## config.mk

```make
export PLATFORM = sky130hd
export DESIGN_NAME = cdr_regs
export DESIGN_NICKNAME = d
export VERILOG_FILES = /design/src/cdr_regs.v
export VERILOG_INCLUDE_DIRS = /design/src
export SDC_FILE = /design/constraint.sdc
export NUM_CORES = 1
export LEC_CHECK = 0
export ABC_AREA = 1
export BUFFER_PORTS_ARGS = -buffer_cell sky130_fd_sc_hd__buf_4
export CORE_MARGIN = 4
export CORE_UTILIZATION = 30
export DETAILED_ROUTE_END_ITERATION = 12
export PLACE_DENSITY_LB_ADDON = 0.3
export SETUP_SLACK_MARGIN = 0.3
export SLEW_MARGIN = 25
export SYNTH_ARGS = -nofsm -noshare
export SYNTH_HDL_FRONTEND = slang
export SYNTH_SLANG_ARGS = --single-unit
```

## constraint.sdc

```tcl
create_clock -name clock_in -period 1.95 [get_ports clock_in]
set_input_delay 0.0975 -clock clock_in [delete_from_list [all_inputs] [get_ports clock_in]]
set_output_delay 0.0975 -clock clock_in [all_outputs]
set_load 0.1 [all_outputs]
```

## src/cdr_consts.vh

```
// constants for the codec direct host register bank
`ifndef CDR_CONSTS_VH
`define CDR_CONSTS_VH

// ------------------------------------------------------------------
// direct register offsets
// ------------------------------------------------------------------
`define CDR_OFS_INDEX       2'h0
`define CDR_OFS_IDATA       2'h1
`define CDR_OFS_STATUS      2'h2
`define CDR_OFS_SDATA       2'h3

// ------------------------------------------------------------------
// index pointer fields and values
// ------------------------------------------------------------------
`define CDR_IDX_INIT_BIT    7
`define CDR_IDX_MCE_BIT     6
`define CDR_IDX_TRD_BIT     5
`define CDR_IDX_TOP_BIT     4
`define CDR_IDX_RESET       8'h40
`define CDR_BUSY_READ       8'h80
`define CDR_PWR_DOWN        2'h1

// ------------------------------------------------------------------
// status fields
// ------------------------------------------------------------------
`define CDR_ST_INT          0
`define CDR_ST_PLAYBACK_READY         1
`define CDR_ST_PLR          2
`define CDR_ST_PUL          3
`define CDR_ST_SER          4
`define CDR_ST_CAPTURE_READY         5
`define CDR_ST_CLR          6
`define CDR_ST_CUL          7

// ------------------------------------------------------------------
// indirect register indices and fields
// ------------------------------------------------------------------
`define CDR_IR_PLAY_FMT     5'h08
`define CDR_IR_IFACE_CFG    5'h09
`define CDR_IR_PIN_CTRL     5'h0A
`define CDR_IR_ALT_STATUS   5'h18
`define CDR_IR_CAP_FMT      5'h1C
`define CDR_IR_EXT_FIRST    5'h10
`define CDR_CFG_PEN_BIT     0
`define CDR_CFG_CEN_BIT     1
`define CDR_CFG_LIVE_MASK   8'h03
`define CDR_PIN_IEN_BIT     1
`define CDR_ALT_PUR_BIT     4
`define CDR_ALT_COR_BIT     5
`define CDR_FMT_STEREO_BIT  4
`define CDR_FMT_CL_BIT      5
`define CDR_FMT_F0_BIT      6
`define CDR_FMT_F1_BIT      7
`define CDR_IREG_RESET      8'h00

`endif

```

## src/cdr_regs.v

```verilog
// direct host register bank of the codec section
`timescale 1ns/1ns
`default_nettype none
`include "cdr_consts.vh"

module cdr_regs (
    input  wire        clock_in,
    input  wire        rstn_in,
    input  wire [1:0]  addr_in,
    input  wire        wr_in,
    input  wire        rd_in,
    input  wire [7:0]  wdata_in,
    input  wire        init_busy_in,
    input  wire [1:0]  power_state_in,
    input  wire        ext_mode_in,
    input  wire        irq_event_in,
    input  wire        play_fifo_ready_in,
    input  wire        play_tick_in,
    input  wire        cap_valid_in,
    input  wire [31:0] cap_sample_in,
    input  wire        cap_tick_in,
    output reg  [7:0]  rdata_out,
    output reg         irq_out,
    output reg         play_drq_allow_out,
    output reg         cap_drq_allow_out,
    output reg         play_valid_out,
    output reg  [31:0] play_sample_out,
    output reg  [2:0]  play_bytes_out,
    output reg         cap_ready_out
);

// ------------------------------------------------------------------
// format helpers
// ------------------------------------------------------------------
function [2:0] nbytes;
    input [7:0] fmt;
    reg         wide;
    begin
        wide = fmt[`CDR_FMT_F0_BIT] & ~fmt[`CDR_FMT_CL_BIT];
        if (fmt[`CDR_FMT_F1_BIT] & fmt[`CDR_FMT_CL_BIT] &
            ~fmt[`CDR_FMT_F0_BIT]) begin
            nbytes = 3'h4;
        end else if (wide) begin
            nbytes = fmt[`CDR_FMT_STEREO_BIT] ? 3'h4 : 3'h2;
        end else begin
            nbytes = fmt[`CDR_FMT_STEREO_BIT] ? 3'h2 : 3'h1;
        end
    end
endfunction

// returns {side, half} for byte k of a sample
function [1:0] side_half;
    input [7:0] fmt;
    input [2:0] k;
    reg         adpcm;
    reg         wide;
    reg         big;
    begin
        adpcm = fmt[`CDR_FMT_F1_BIT] & fmt[`CDR_FMT_CL_BIT] &
                ~fmt[`CDR_FMT_F0_BIT];
        wide  = fmt[`CDR_FMT_F0_BIT] & ~fmt[`CDR_FMT_CL_BIT];
        big   = fmt[`CDR_FMT_F1_BIT];
        if (adpcm) begin
            side_half = {(k < 3'h2), k[0]};
        end else if (wide) begin
            side_half = {(~fmt[`CDR_FMT_STEREO_BIT] | (k < 3'h2)),
                         (big ? ~k[0] : k[0])};
        end else begin
            side_half = {(~fmt[`CDR_FMT_STEREO_BIT] | (k == 3'h0)), 1'b1};
        end
    end
endfunction

// ------------------------------------------------------------------
// reset values
// ------------------------------------------------------------------
wire [7:0]  idx_rst   = `CDR_IDX_RESET;

// ------------------------------------------------------------------
// state
// ------------------------------------------------------------------
reg  [7:0]  ireg_r [0:31];
reg  [4:0]  idx_r;
reg         mce_r;
reg         trd_r;
reg         int_r;
reg         ser_r;
reg  [2:0]  pcnt_r;
reg  [31:0] pdata_r;
reg         psent_r;
reg  [2:0]  ccnt_r;
reg  [31:0] cdata_r;
reg         capture_ready_r;
reg         cseen_r;
reg  [2:0]  cbytes_r;
integer     i;

wire        busy      = init_busy_in | (power_state_in == `CDR_PWR_DOWN);
wire        wr_idx    = wr_in & (addr_in == `CDR_OFS_INDEX);
wire        wr_data   = wr_in & (addr_in == `CDR_OFS_IDATA);
wire        wr_stat   = wr_in & (addr_in == `CDR_OFS_STATUS);
wire        wr_port   = wr_in & (addr_in == `CDR_OFS_SDATA);
wire        rd_stat   = rd_in & (addr_in == `CDR_OFS_STATUS);
wire        rd_port   = rd_in & (addr_in == `CDR_OFS_SDATA);
wire [7:0]  pfmt      = ireg_r[`CDR_IR_PLAY_FMT];
wire [7:0]  cfmt      = ext_mode_in ? ireg_r[`CDR_IR_CAP_FMT] : pfmt;
wire [7:0]  cfg       = ireg_r[`CDR_IR_IFACE_CFG];
wire        playback_enable       = cfg[`CDR_CFG_PEN_BIT];
wire        capture_enable       = cfg[`CDR_CFG_CEN_BIT];
wire [2:0]  pneed     = nbytes(pfmt);
wire        pfull     = (pcnt_r == pneed);
wire [2:0]  pk        = pfull ? pneed - 3'h1 : pcnt_r;
wire [1:0]  pflags    = side_half(pfmt, pk);
wire [1:0]  cflags    = side_half(cfmt, ccnt_r);
wire        idx_hid   = ~ext_mode_in & (idx_r >= `CDR_IR_EXT_FIRST);
wire        cap_load  = cap_valid_in & cap_ready_out;
wire        play_send = rd_stat & pfull & play_fifo_ready_in;
wire        cap_last  = (ccnt_r == cbytes_r - 3'h1);
wire [7:0]  status    = {cflags[0], cflags[1], capture_ready_r, ser_r,
                         pflags[0], pflags[1], ~pfull, int_r};
wire        p_under   = play_tick_in & playback_enable & ~psent_r;
wire        c_over    = cap_tick_in & capture_enable & capture_ready_r;

// ------------------------------------------------------------------
// host read path
// ------------------------------------------------------------------
always @(posedge clock_in) begin
    if (!rstn_in) begin
        rdata_out <= 8'h00;
    end else if (rd_in) begin
        case (addr_in)
            `CDR_OFS_INDEX: begin
                if (busy) begin
                    rdata_out <= `CDR_BUSY_READ;
                end else begin
                    rdata_out <= {1'b0, mce_r, trd_r, idx_r};
                end
            end
            `CDR_OFS_IDATA: begin
                if (busy) begin
                    rdata_out <= `CDR_BUSY_READ;
                end else if (idx_hid) begin
                    rdata_out <= 8'h00;
                end else begin
                    rdata_out <= ireg_r[idx_r];
                end
            end
            `CDR_OFS_STATUS: begin
                rdata_out <= status;
            end
            default: begin
                if (busy) begin
                    rdata_out <= `CDR_BUSY_READ;
                end else begin
                    rdata_out <= cdata_r[{ccnt_r[1:0], 3'h0} +: 8];
                end
            end
        endcase
    end
end

// ------------------------------------------------------------------
// index pointer and indirect registers
// ------------------------------------------------------------------
always @(posedge clock_in) begin
    if (!rstn_in) begin
        idx_r <= idx_rst[4:0];
        mce_r <= idx_rst[`CDR_IDX_MCE_BIT];
        trd_r <= idx_rst[`CDR_IDX_TRD_BIT];
        for (i = 0; i < 32; i = i + 1) begin
            ireg_r[i] <= `CDR_IREG_RESET;
        end
    end else begin
        if (wr_idx & ~busy) begin
            idx_r <= {wdata_in[`CDR_IDX_TOP_BIT] & ext_mode_in,
                      wdata_in[3:0]};
            mce_r <= wdata_in[`CDR_IDX_MCE_BIT];
            trd_r <= wdata_in[`CDR_IDX_TRD_BIT];
        end
        if (wr_data & ~busy & ~idx_hid) begin
            if (idx_r == `CDR_IR_PLAY_FMT || idx_r == `CDR_IR_CAP_FMT) begin
                if (mce_r) begin
                    ireg_r[idx_r] <= wdata_in;
                end
            end else if (idx_r == `CDR_IR_IFACE_CFG) begin
                if (mce_r) begin
                    ireg_r[idx_r] <= wdata_in;
                end else begin
                    ireg_r[idx_r] <= (ireg_r[idx_r] & ~`CDR_CFG_LIVE_MASK)
                                   | (wdata_in & `CDR_CFG_LIVE_MASK);
                end
            end else if (idx_r == `CDR_IR_ALT_STATUS) begin
                ireg_r[idx_r] <= wdata_in & ireg_r[idx_r];
            end else begin
                ireg_r[idx_r] <= wdata_in;
            end
        end
        if (p_under) begin
            ireg_r[`CDR_IR_ALT_STATUS][`CDR_ALT_PUR_BIT] <= 1'b1;
        end
        if (c_over) begin
            ireg_r[`CDR_IR_ALT_STATUS][`CDR_ALT_COR_BIT] <= 1'b1;
        end
    end
end

// ------------------------------------------------------------------
// interrupt, sample error and request gating
// ------------------------------------------------------------------
always @(posedge clock_in) begin
    if (!rstn_in) begin
        int_r              <= 1'b0;
        ser_r              <= 1'b0;
        irq_out            <= 1'b0;
        play_drq_allow_out <= 1'b0;
        cap_drq_allow_out  <= 1'b0;
    end else begin
        if (irq_event_in) begin
            int_r <= 1'b1;
        end else if (wr_stat) begin
            int_r <= 1'b0;
        end
        if (p_under | c_over) begin
            ser_r <= 1'b1;
        end else if (wr_stat) begin
            ser_r <= 1'b0;
        end
        irq_out <= int_r &
                   ireg_r[`CDR_IR_PIN_CTRL][`CDR_PIN_IEN_BIT];
        play_drq_allow_out <= playback_enable & ~(trd_r & int_r);
        cap_drq_allow_out  <= capture_enable & ~(trd_r & int_r);
    end
end

// ------------------------------------------------------------------
// playback byte tracker
// ------------------------------------------------------------------
always @(posedge clock_in) begin
    if (!rstn_in) begin
        pcnt_r          <= 3'h0;
        pdata_r         <= 32'h0000_0000;
        psent_r         <= 1'b0;
        play_valid_out  <= 1'b0;
        play_sample_out <= 32'h0000_0000;
        play_bytes_out  <= 3'h0;
    end else begin
        play_valid_out <= play_send;
        if (play_send) begin
            play_sample_out <= pdata_r;
            play_bytes_out  <= pneed;
            pcnt_r          <= 3'h0;
            psent_r         <= 1'b1;
        end else if (wr_port & ~busy & ~pfull) begin
            pdata_r[{pcnt_r[1:0], 3'h0} +: 8] <= wdata_in;
            pcnt_r <= pcnt_r + 3'h1;
        end
        if (play_tick_in & ~play_send) begin
            psent_r <= 1'b0;
        end
    end
end

// ------------------------------------------------------------------
// capture next-state terms
// ------------------------------------------------------------------
reg         capture_ready_nxt;
reg         cseen_nxt;

always @* begin
    capture_ready_nxt  = capture_ready_r;
    cseen_nxt = cseen_r | rd_stat;
    if (cap_load) begin
        capture_ready_nxt  = 1'b1;
        cseen_nxt = 1'b0;
    end else if (rd_port & ~busy & capture_ready_r & cap_last) begin
        capture_ready_nxt  = 1'b0;
    end
end

// ------------------------------------------------------------------
// capture byte tracker
// ------------------------------------------------------------------
always @(posedge clock_in) begin
    if (!rstn_in) begin
        ccnt_r        <= 3'h0;
        cdata_r       <= 32'h0000_0000;
        capture_ready_r        <= 1'b0;
        cseen_r       <= 1'b0;
        cbytes_r      <= 3'h1;
        cap_ready_out <= 1'b0;
    end else begin
        if (cap_load) begin
            cdata_r  <= cap_sample_in;
            ccnt_r   <= 3'h0;
            cbytes_r <= nbytes(cfmt);
            capture_ready_r   <= 1'b1;
            cseen_r  <= 1'b0;
        end else begin
            if (rd_port & ~busy & capture_ready_r) begin
                if (cap_last) begin
                    capture_ready_r <= 1'b0;
                end else begin
                    ccnt_r <= ccnt_r + 3'h1;
                end
            end
            if (rd_stat) begin
                cseen_r <= 1'b1;
            end
        end
        cap_ready_out <= ~capture_ready_nxt & cseen_nxt;
    end
end

endmodule // cdr_regs
`default_nettype wire

```

==> impl_metrics.env, run 1 <==
export IMPL_clkLatencyLatePin_ns=0.57
export IMPL_place_congestion=0.8790
export IMPL_maxSlewHeadroom=0.6022
export IMPL_setup_slack_ns=-0.3914
export IMPL_p_leak_nw=10.39
export IMPL_totalWireLength_um=64690
export IMPL_pre_cts_ws_ns=-0.6386
export IMPL_skew_ns=0.01767
export IMPL_multi_input_area_sq_mm=0.008005
export IMPL_first_global_vias=16770
export IMPL_worst_r2r_cell_count=16
export IMPL_worstPathMaxFanout=8
export IMPL_ir_worst_vdd_mv=0.6155
export IMPL_wl_per_cell_um=19.16
export IMPL_tightest_slew_ns=0.5959
export IMPL_regToRegEndpoint="ireg_r[12][6]"
export IMPL_grt_pass1_wl_um=98880
export IMPL_dp_final_hpwl_um=42620
export IMPL_syn_nets=2221
export IMPL_num_rows=91
export IMPL_htreeDepth=2
export IMPL_synthCells=2153
export IMPL_antenna_found_initial=0
export IMPL_violations="setup timing"
export IMPL_ys_types=46
export IMPL_fillerInstances=5939
export IMPL_root_buffer="clkbuf_16"
export IMPL_io_buffers=102
export IMPL_cts_buffers=43
export IMPL_ant_nets=0
export IMPL_seq_area_frac_synth=0.5533
export IMPL_io_pins=103
export IMPL_rrSetupSlack_ns=-0.39
export IMPL_clock_sinks=394
export IMPL_slew_violations=0
export IMPL_setup_viol=511
export IMPL_worstPathArrival_ns=2.67
export IMPL_synth_seq_cells=394
export IMPL_seqCellArea_sq_mm=0.01047
export IMPL_path_class="flip-flop to flip-flop"
export IMPL_die_y_um=258.9
export IMPL_globalRouteOverflowTotal=0
export IMPL_required_ns=2.28
export IMPL_start_util=0.3044
export IMPL_num_vias=16790
export IMPL_drtIter0Drc=1689
export IMPL_syn_area_sq_mm=0.01889
export IMPL_diodes=0
export IMPL_syn_avg_cell_area_sq_um=8.772
export IMPL_cp_start_kind="flip-flop"
export IMPL_timing_fmax_mhz=427.1
export IMPL_hold_path_class="primary input to flip-flop"
export IMPL_power_density_mw_per_mm2=774.1
export IMPL_dieArea_sq_mm=0.06703
export IMPL_rsz0062_at_grt="yes"
export IMPL_viasPerCell=4.975
export IMPL_hold_viol=0
export IMPL_cts_buffer_depth=3
export IMPL_drc=0
export IMPL_core_area_sq_mm=0.06205
export IMPL_drtPass1Iterations=6
export IMPL_die_w_um=258.9
export IMPL_cts_tree="yes"
export IMPL_grt_max_degree=96
export IMPL_yosysWarnings=0
export IMPL_cp_slowest_cell="dfxtp_4"
export IMPL_critPathMaxStageDelay_ns=0.39
export IMPL_hold_slack_ns=0.04297
export IMPL_maxCapViolations=0
export IMPL_areaGrowthSynthToFinish_pct=37.77
export IMPL_nNetsFinal=2574
export IMPL_clkSlewWorstSetupHoldPaths_ns=0.06
export IMPL_status="complete, but fails checks"
export IMPL_grt_total_usage=0.1887
export IMPL_crit_chain="buf_12 > buf_8 > buf_12 > a21oi_2 > o21ai_1 > nand3_1 > nand2_2 > a21oi_2 > nand2_2 > nand2_2 > nand2_2 > o21ai_4 > buf_12 > buf_12 > buf_16 > nor2_1"
export IMPL_post_route_cells_drive_above_1_share=0.2942
export IMPL_endpoint="ireg_r[12][6]"
export IMPL_fin_crit_sh=1.201
export IMPL_layout_min_cycle_time_ns=2.341
export IMPL_end_kind="flip-flop"
==> timing repair <==
action / in CTS / in global routing
resized for setup: 156 / 45
cloned: 15 / 3
setup buffers: 46 / 1
endpoints found under the hold margin: 65 / 0
setup endpoints to repair: 590 / 596
hold buffers: 48 / 0
pin swaps: 53 / 19
==> cells by family after synthesis <==
| group | after synthesis | share of synthesized area |
|---|---|---|
| AOI/OAI and AO/OA | 323 | 0.09679 |
| xor gates and xnor gates | 3 | 0.001391 |
| and+or+nand+nor | 1156 | 0.2713 |
| DFF | 394 | 0.5533 |
| buffers and inverters | 264 | 0.06857 |
| adders and majority gates | 13 | 0.008612 |
==> layout by cell type, fill, tap and decap left out, drive strengths merged, types with 4 or more instances in the layout <==
cell           n
o21ai        179
nand3        209
edfxtp       256
clkbuf        60
o31ai          8
o221ai        19
bufinv         6
a31oi          4
clkinv        16
nand2        471
ha            13
a21oi         80
dfxtp        138
nor3b          5
a211oi        27
dlygate4sd3   48
buf          395
inv          121
nand4         10
o211ai         4
nor2         449
clkinvlp       4
nor3           9
==> flip-flops by register name (all words and copies together), names as in the netlist, named ones only <==
| signal | flops |
|---|---|
| cbytes_r | 3 |
| idx_r | 5 |
| ireg_r | 256 |
| ccnt_r | 3 |
| pdata_r | 32 |
| play_bytes_out | 3 |
| play_valid_out | 1 |
| cseen_r | 1 |
| trd_r | 1 |
| play_sample_out | 32 |
| cap_drq_allow_out | 1 |
| cap_ready_out | 1 |
| psent_r | 1 |
| rdata_out | 8 |
| cdata_r | 32 |
| irq_out | 1 |
| capture_ready_r | 1 |
| play_drq_allow_out | 1 |
| mce_r | 1 |
| pcnt_r | 3 |
| ser_r | 1 |
| int_r | 1 |
==> area by class of cell <==
cell class | count | area share
sequential | 394 | 0.4022
clock inverter | 21 | 0.01034
clock buffer | 57 | 0.04751
inverter | 126 | 0.01923
multi-input combinational | 1495 | 0.3076
tap | 837 | 0.04025
timing repair buffer | 446 | 0.1728
==> synth_stat cells (all sizes together) <==
library cell / instances / area share
nor3b: 5 / 0.0020
xor2: 2 / 0.00093
nand4: 10 / 0.0041
o21ai: 179 / 0.048
dfxtp: 138 / 0.15
clkbuf: 46 / 0.0091
a22oi: 2 / 0.00079
xnor2: 1 / 0.00046
o221ai: 19 / 0.0088
edfxtp: 256 / 0.41
clkinv: 5 / 0.00099
a21oi: 80 / 0.021
inv: 121 / 0.025
nand3: 209 / 0.058
o31ai: 8 / 0.0032
a31oi: 4 / 0.0013
nor2: 449 / 0.10
or2: 2 / 0.00066
ha: 13 / 0.0086
a211oi: 27 / 0.011
and2: 1 / 0.00033
o211ai: 4 / 0.0023
nand2: 471 / 0.10
buf: 92 / 0.034
nor3: 9 / 0.0029
==> power breakdown <==
part	total [mW]	internal (mW)	switching (mW)
Clock	8.73	5.27	3.47
Combinational	2.21	0.887	1.32
Sequential	9.20	9.10	0.103
==> through the flow <==
stage,setup TNS (ns),instance area (sq um),power [mW],instances,util
6_report,-80.91,26020,20.14,3376,0.4193
5_1_grt,-133.54,26020,20.77,3376,0.4193
4_1_cts,-76.66,25780,20.24,3372,0.4154
3_5_place_dp,-113.27,22450,11.10,3185,0.3617
3_3_place_gp,-102.12,22450,11.08,3185,0.3617
2_1_floorplan,0,19280,10.32,2153,-
==> how the worst min path moves through the flow <==
stage,start,endpoint,slack (ns),cells after the start
finish,cap_valid_in,cseen_r,0.04,4
global route,cap_valid_in,cdata_r[15],0.07,4
CTS,cap_valid_in,cseen_r,0.02,4
detailed placement,play_tick_in,psent_r,0.31,2
global placement,play_tick_in,psent_r,0.30,2
floorplan,play_tick_in,psent_r,0.19,1
==> critical path, delay by kind of cell (launching register included) <==
family	cells	cell delay [ns]
buf+inv	6	0.81
simple gates	6	0.46
compound gates	4	0.41
flops	1	0.39
==> layer usage <==
metal / global-route usage / part of all wire / wire [um] / up-vias
li1: - / - / - / 7907
met2: 0.3148 / 0.48 / 31350 / 603
met3: 0.02936 / 0.062 / 4041 / 122
met5: 0 / 0 / 0 / -
met1: 0.2473 / 0.42 / 26920 / 8162
met4: 0.07376 / 0.037 / 2380 / 0
Power figures use the tool's default switching activity.
==> inputs of run 2 (changes only) <==
- REMOVE_ABC_BUFFERS: not set -> 1
==> run 2 against run 1 <==
Effect of this change:
- via count shrank 2.4%
- the flow still finishes with violations (setup timing)
- hold slack improved by 0.023 ns
- final cell count down 1.0%
- largest power group unchanged
- clock power fell by 9.0%
- count of clock-buffer cells in the layout increased by 1
- maximum frequency up 0.89%
- critical path type unchanged
==> impl_metrics.env, run 2 (synthesized netlist as in run 1, its figures left out) <==
export IMPL_status="complete, but fails checks"
export IMPL_violations="setup timing"
export IMPL_areaGrowthSynthToFinish_pct=31.32
export IMPL_place_congestion=0.8912
export IMPL_dr_wl_met3_um=3447
export IMPL_post_route_cells_drive_above_1_share=0.2508
export IMPL_pwr_share_clk=0.416
export IMPL_wl_per_cell_um=18.38
export IMPL_grt_pass1_wl_um=93410
export IMPL_htreeDepth=2
export IMPL_tightest_slew_ns=0.5443
export IMPL_largest_reg_flops=256
export IMPL_hold_viol=0
export IMPL_power_switching_mw=4.721
export IMPL_rsz0062_at_grt="yes"
export IMPL_setup_viol=559
export IMPL_maxCapViolations=0
export IMPL_clkSlewWorstSetupHoldPaths_ns=0.06
export IMPL_power_density_mw_per_mm2=769.3
export IMPL_internal_power_mw=14.36
export IMPL_slew_violations=0
export IMPL_grt_total_usage=0.1769
export IMPL_route_top_layer_used="met4"
export IMPL_combPwrFrac=0.102
export IMPL_globalRouteOverflowTotal=0
export IMPL_skew_ns=0.01902
export IMPL_io_pins=103
export IMPL_num_vias=16390
export IMPL_clkLatencyLatePin_ns=0.58
export IMPL_timing_fmax_mhz=430.9
export IMPL_largest_register="ireg_r"
export IMPL_numPlacedInstances=3200
export IMPL_swShare=0.2474
export IMPL_totalWireLength_um=61430
export IMPL_io_buffers=102
export IMPL_root_buffer="clkbuf_16"
export IMPL_drtPass1Iterations=5
export IMPL_dp_final_hpwl_um=41740
export IMPL_fin_tns_setup_ns=-99.53
export IMPL_seq_power_share=0.482
export IMPL_p_leak_nw=9.884
export IMPL_clock_sinks=394
export IMPL_final_cells=3342
export IMPL_m1WireLength_um=26180
export IMPL_end_kind="flip-flop"
export IMPL_dieArea_sq_mm=0.06703
export IMPL_path_class="flip-flop to flip-flop"
export IMPL_required_ns=2.27
export IMPL_cts_buffers=43
export IMPL_fin_area_sq_mm=0.02480
export IMPL_grt_max_degree=61
export IMPL_num_rows=91
export IMPL_ant_nets=0
export IMPL_drc=0
export IMPL_nNetsFinal=2542
export IMPL_worstPathMaxFanout=23
export IMPL_drtIter0Drc=1541
export IMPL_cp_start_kind="flip-flop"
export IMPL_antenna_found_initial=1
export IMPL_mostFrequentLayoutCell="nor2_1"
export IMPL_cts_buffer_depth=3
export IMPL_die_y_um=258.9
export IMPL_core_area_sq_mm=0.06205
export IMPL_fin_crit_sh=1.190
export IMPL_start_util=0.3044
export IMPL_wl_met2_um=29820
export IMPL_maxSlewHeadroom=0.6358
export IMPL_cts_tree="yes"
export IMPL_layout_min_cycle_time_ns=2.321
export IMPL_first_global_vias=16220
export IMPL_worstPathArrival_ns=2.64
export IMPL_viasPerCell=4.905
export IMPL_placed_area_sq_mm=0.02220
export IMPL_die_w_um=258.9
export IMPL_ir_worst_vdd_mv=0.4932
export IMPL_final_cell_mix="nor2_1, nand2_1, buf_4"
export IMPL_setup_slack_ns=-0.3707
export IMPL_hold_path_class="primary input to flip-flop"
==> run 2: cell types whose count changed in the layout (fill, tap and decap cells not counted), moves of 15 or more <==
cell and delta:
nand2_1 +28, o21ai_0 +18, nand2_4 -15, a211oi_1 +16, o21ai_1 -15, a211oi_2 -16
==> run 2: layer usage <==
layer,track usage,vias up
li1,-,7848
met1,0.2321,7920
met2,0.3008,500
met3,0.02575,123
met4,0.05907,0
met5,0,-
==> run 2: worst max-delay path, stage by stage, from the launching register on <==
cell	delay [ns]
dfxtp_4	0.43
inv_6	0.06
buf_12	0.15
buf_4	0.16
nand2_2	0.06
a21oi_2	0.08
o31ai_4	0.28
nand3_2	0.17
nand2_2	0.12
nand2_2	0.07
o21ai_4	0.13
buf_6	0.16
buf_12	0.13
nor2_1	0.05
==> run 2: worst paths after layout <==
| kind | start | endpoint | slack (ns) | cells past startpoint |
|---|---|---|---|---|
| worst max-delay path | flip-flop | ireg_r[8][6] | -0.37 | 13 |
| worst min-delay path | wr_in | int_r | 0.07 | 5 |
| worst max register to register | flip-flop | ireg_r[8][6] | -0.37 | 13 |
| worst min register to register | pdata_r[5] | pdata_r[5] | 0.45 | 2 |
==> run 2: cell type report <==
type                    instances  area, sq um
clock buffers                  58         1226
diodes                          1        2.502
fillers                      6114        37250
well taps                     837         1047
inverters                     126        498.0
clock inverters                17        110.1
flip-flops and latches        394        10470
multi-input cells            1495         7579
repair buffers                414         3872
==> run 2: stage by stage <==
step	utilization	hold slack, ns	power (mW)	setup slack, ns
after floorplan	-	0.1891	10.15	-3.094
after global placement	0.3577	0.3184	11.02	-0.6967
after detailed placement	0.3577	0.3252	11.05	-0.7406
after CTS	0.3936	0.04366	19.13	-0.3643
after global routing	0.3997	0.08999	19.67	-0.4608
final	0.3997	0.06584	19.08	-0.3707
==> run 2: power groups by stage <==
| stage | Sequential [mW] | Combinational (mW) | Clock [mW] |
|---|---|---|---|
| final | 9.20 | 1.94 | 7.94 |
| after global routing | 9.22 | 2.08 | 8.37 |
| after CTS | 9.20 | 1.86 | 8.08 |
| after detailed placement | 9.37 | 1.67 | 0 |
| after global placement | 9.37 | 1.66 | 0 |
| after floorplan | 9.47 | 0.675 | 0 |
==> run 2: what timing repair did <==
item	CTS	global route
pin swaps	9	5
buffers inserted	11	1
gates cloned	4	5
hold buffers	45	0
hold endpoints to repair	74	0
resized for setup	69	78
endpoints found under the setup margin	590	596
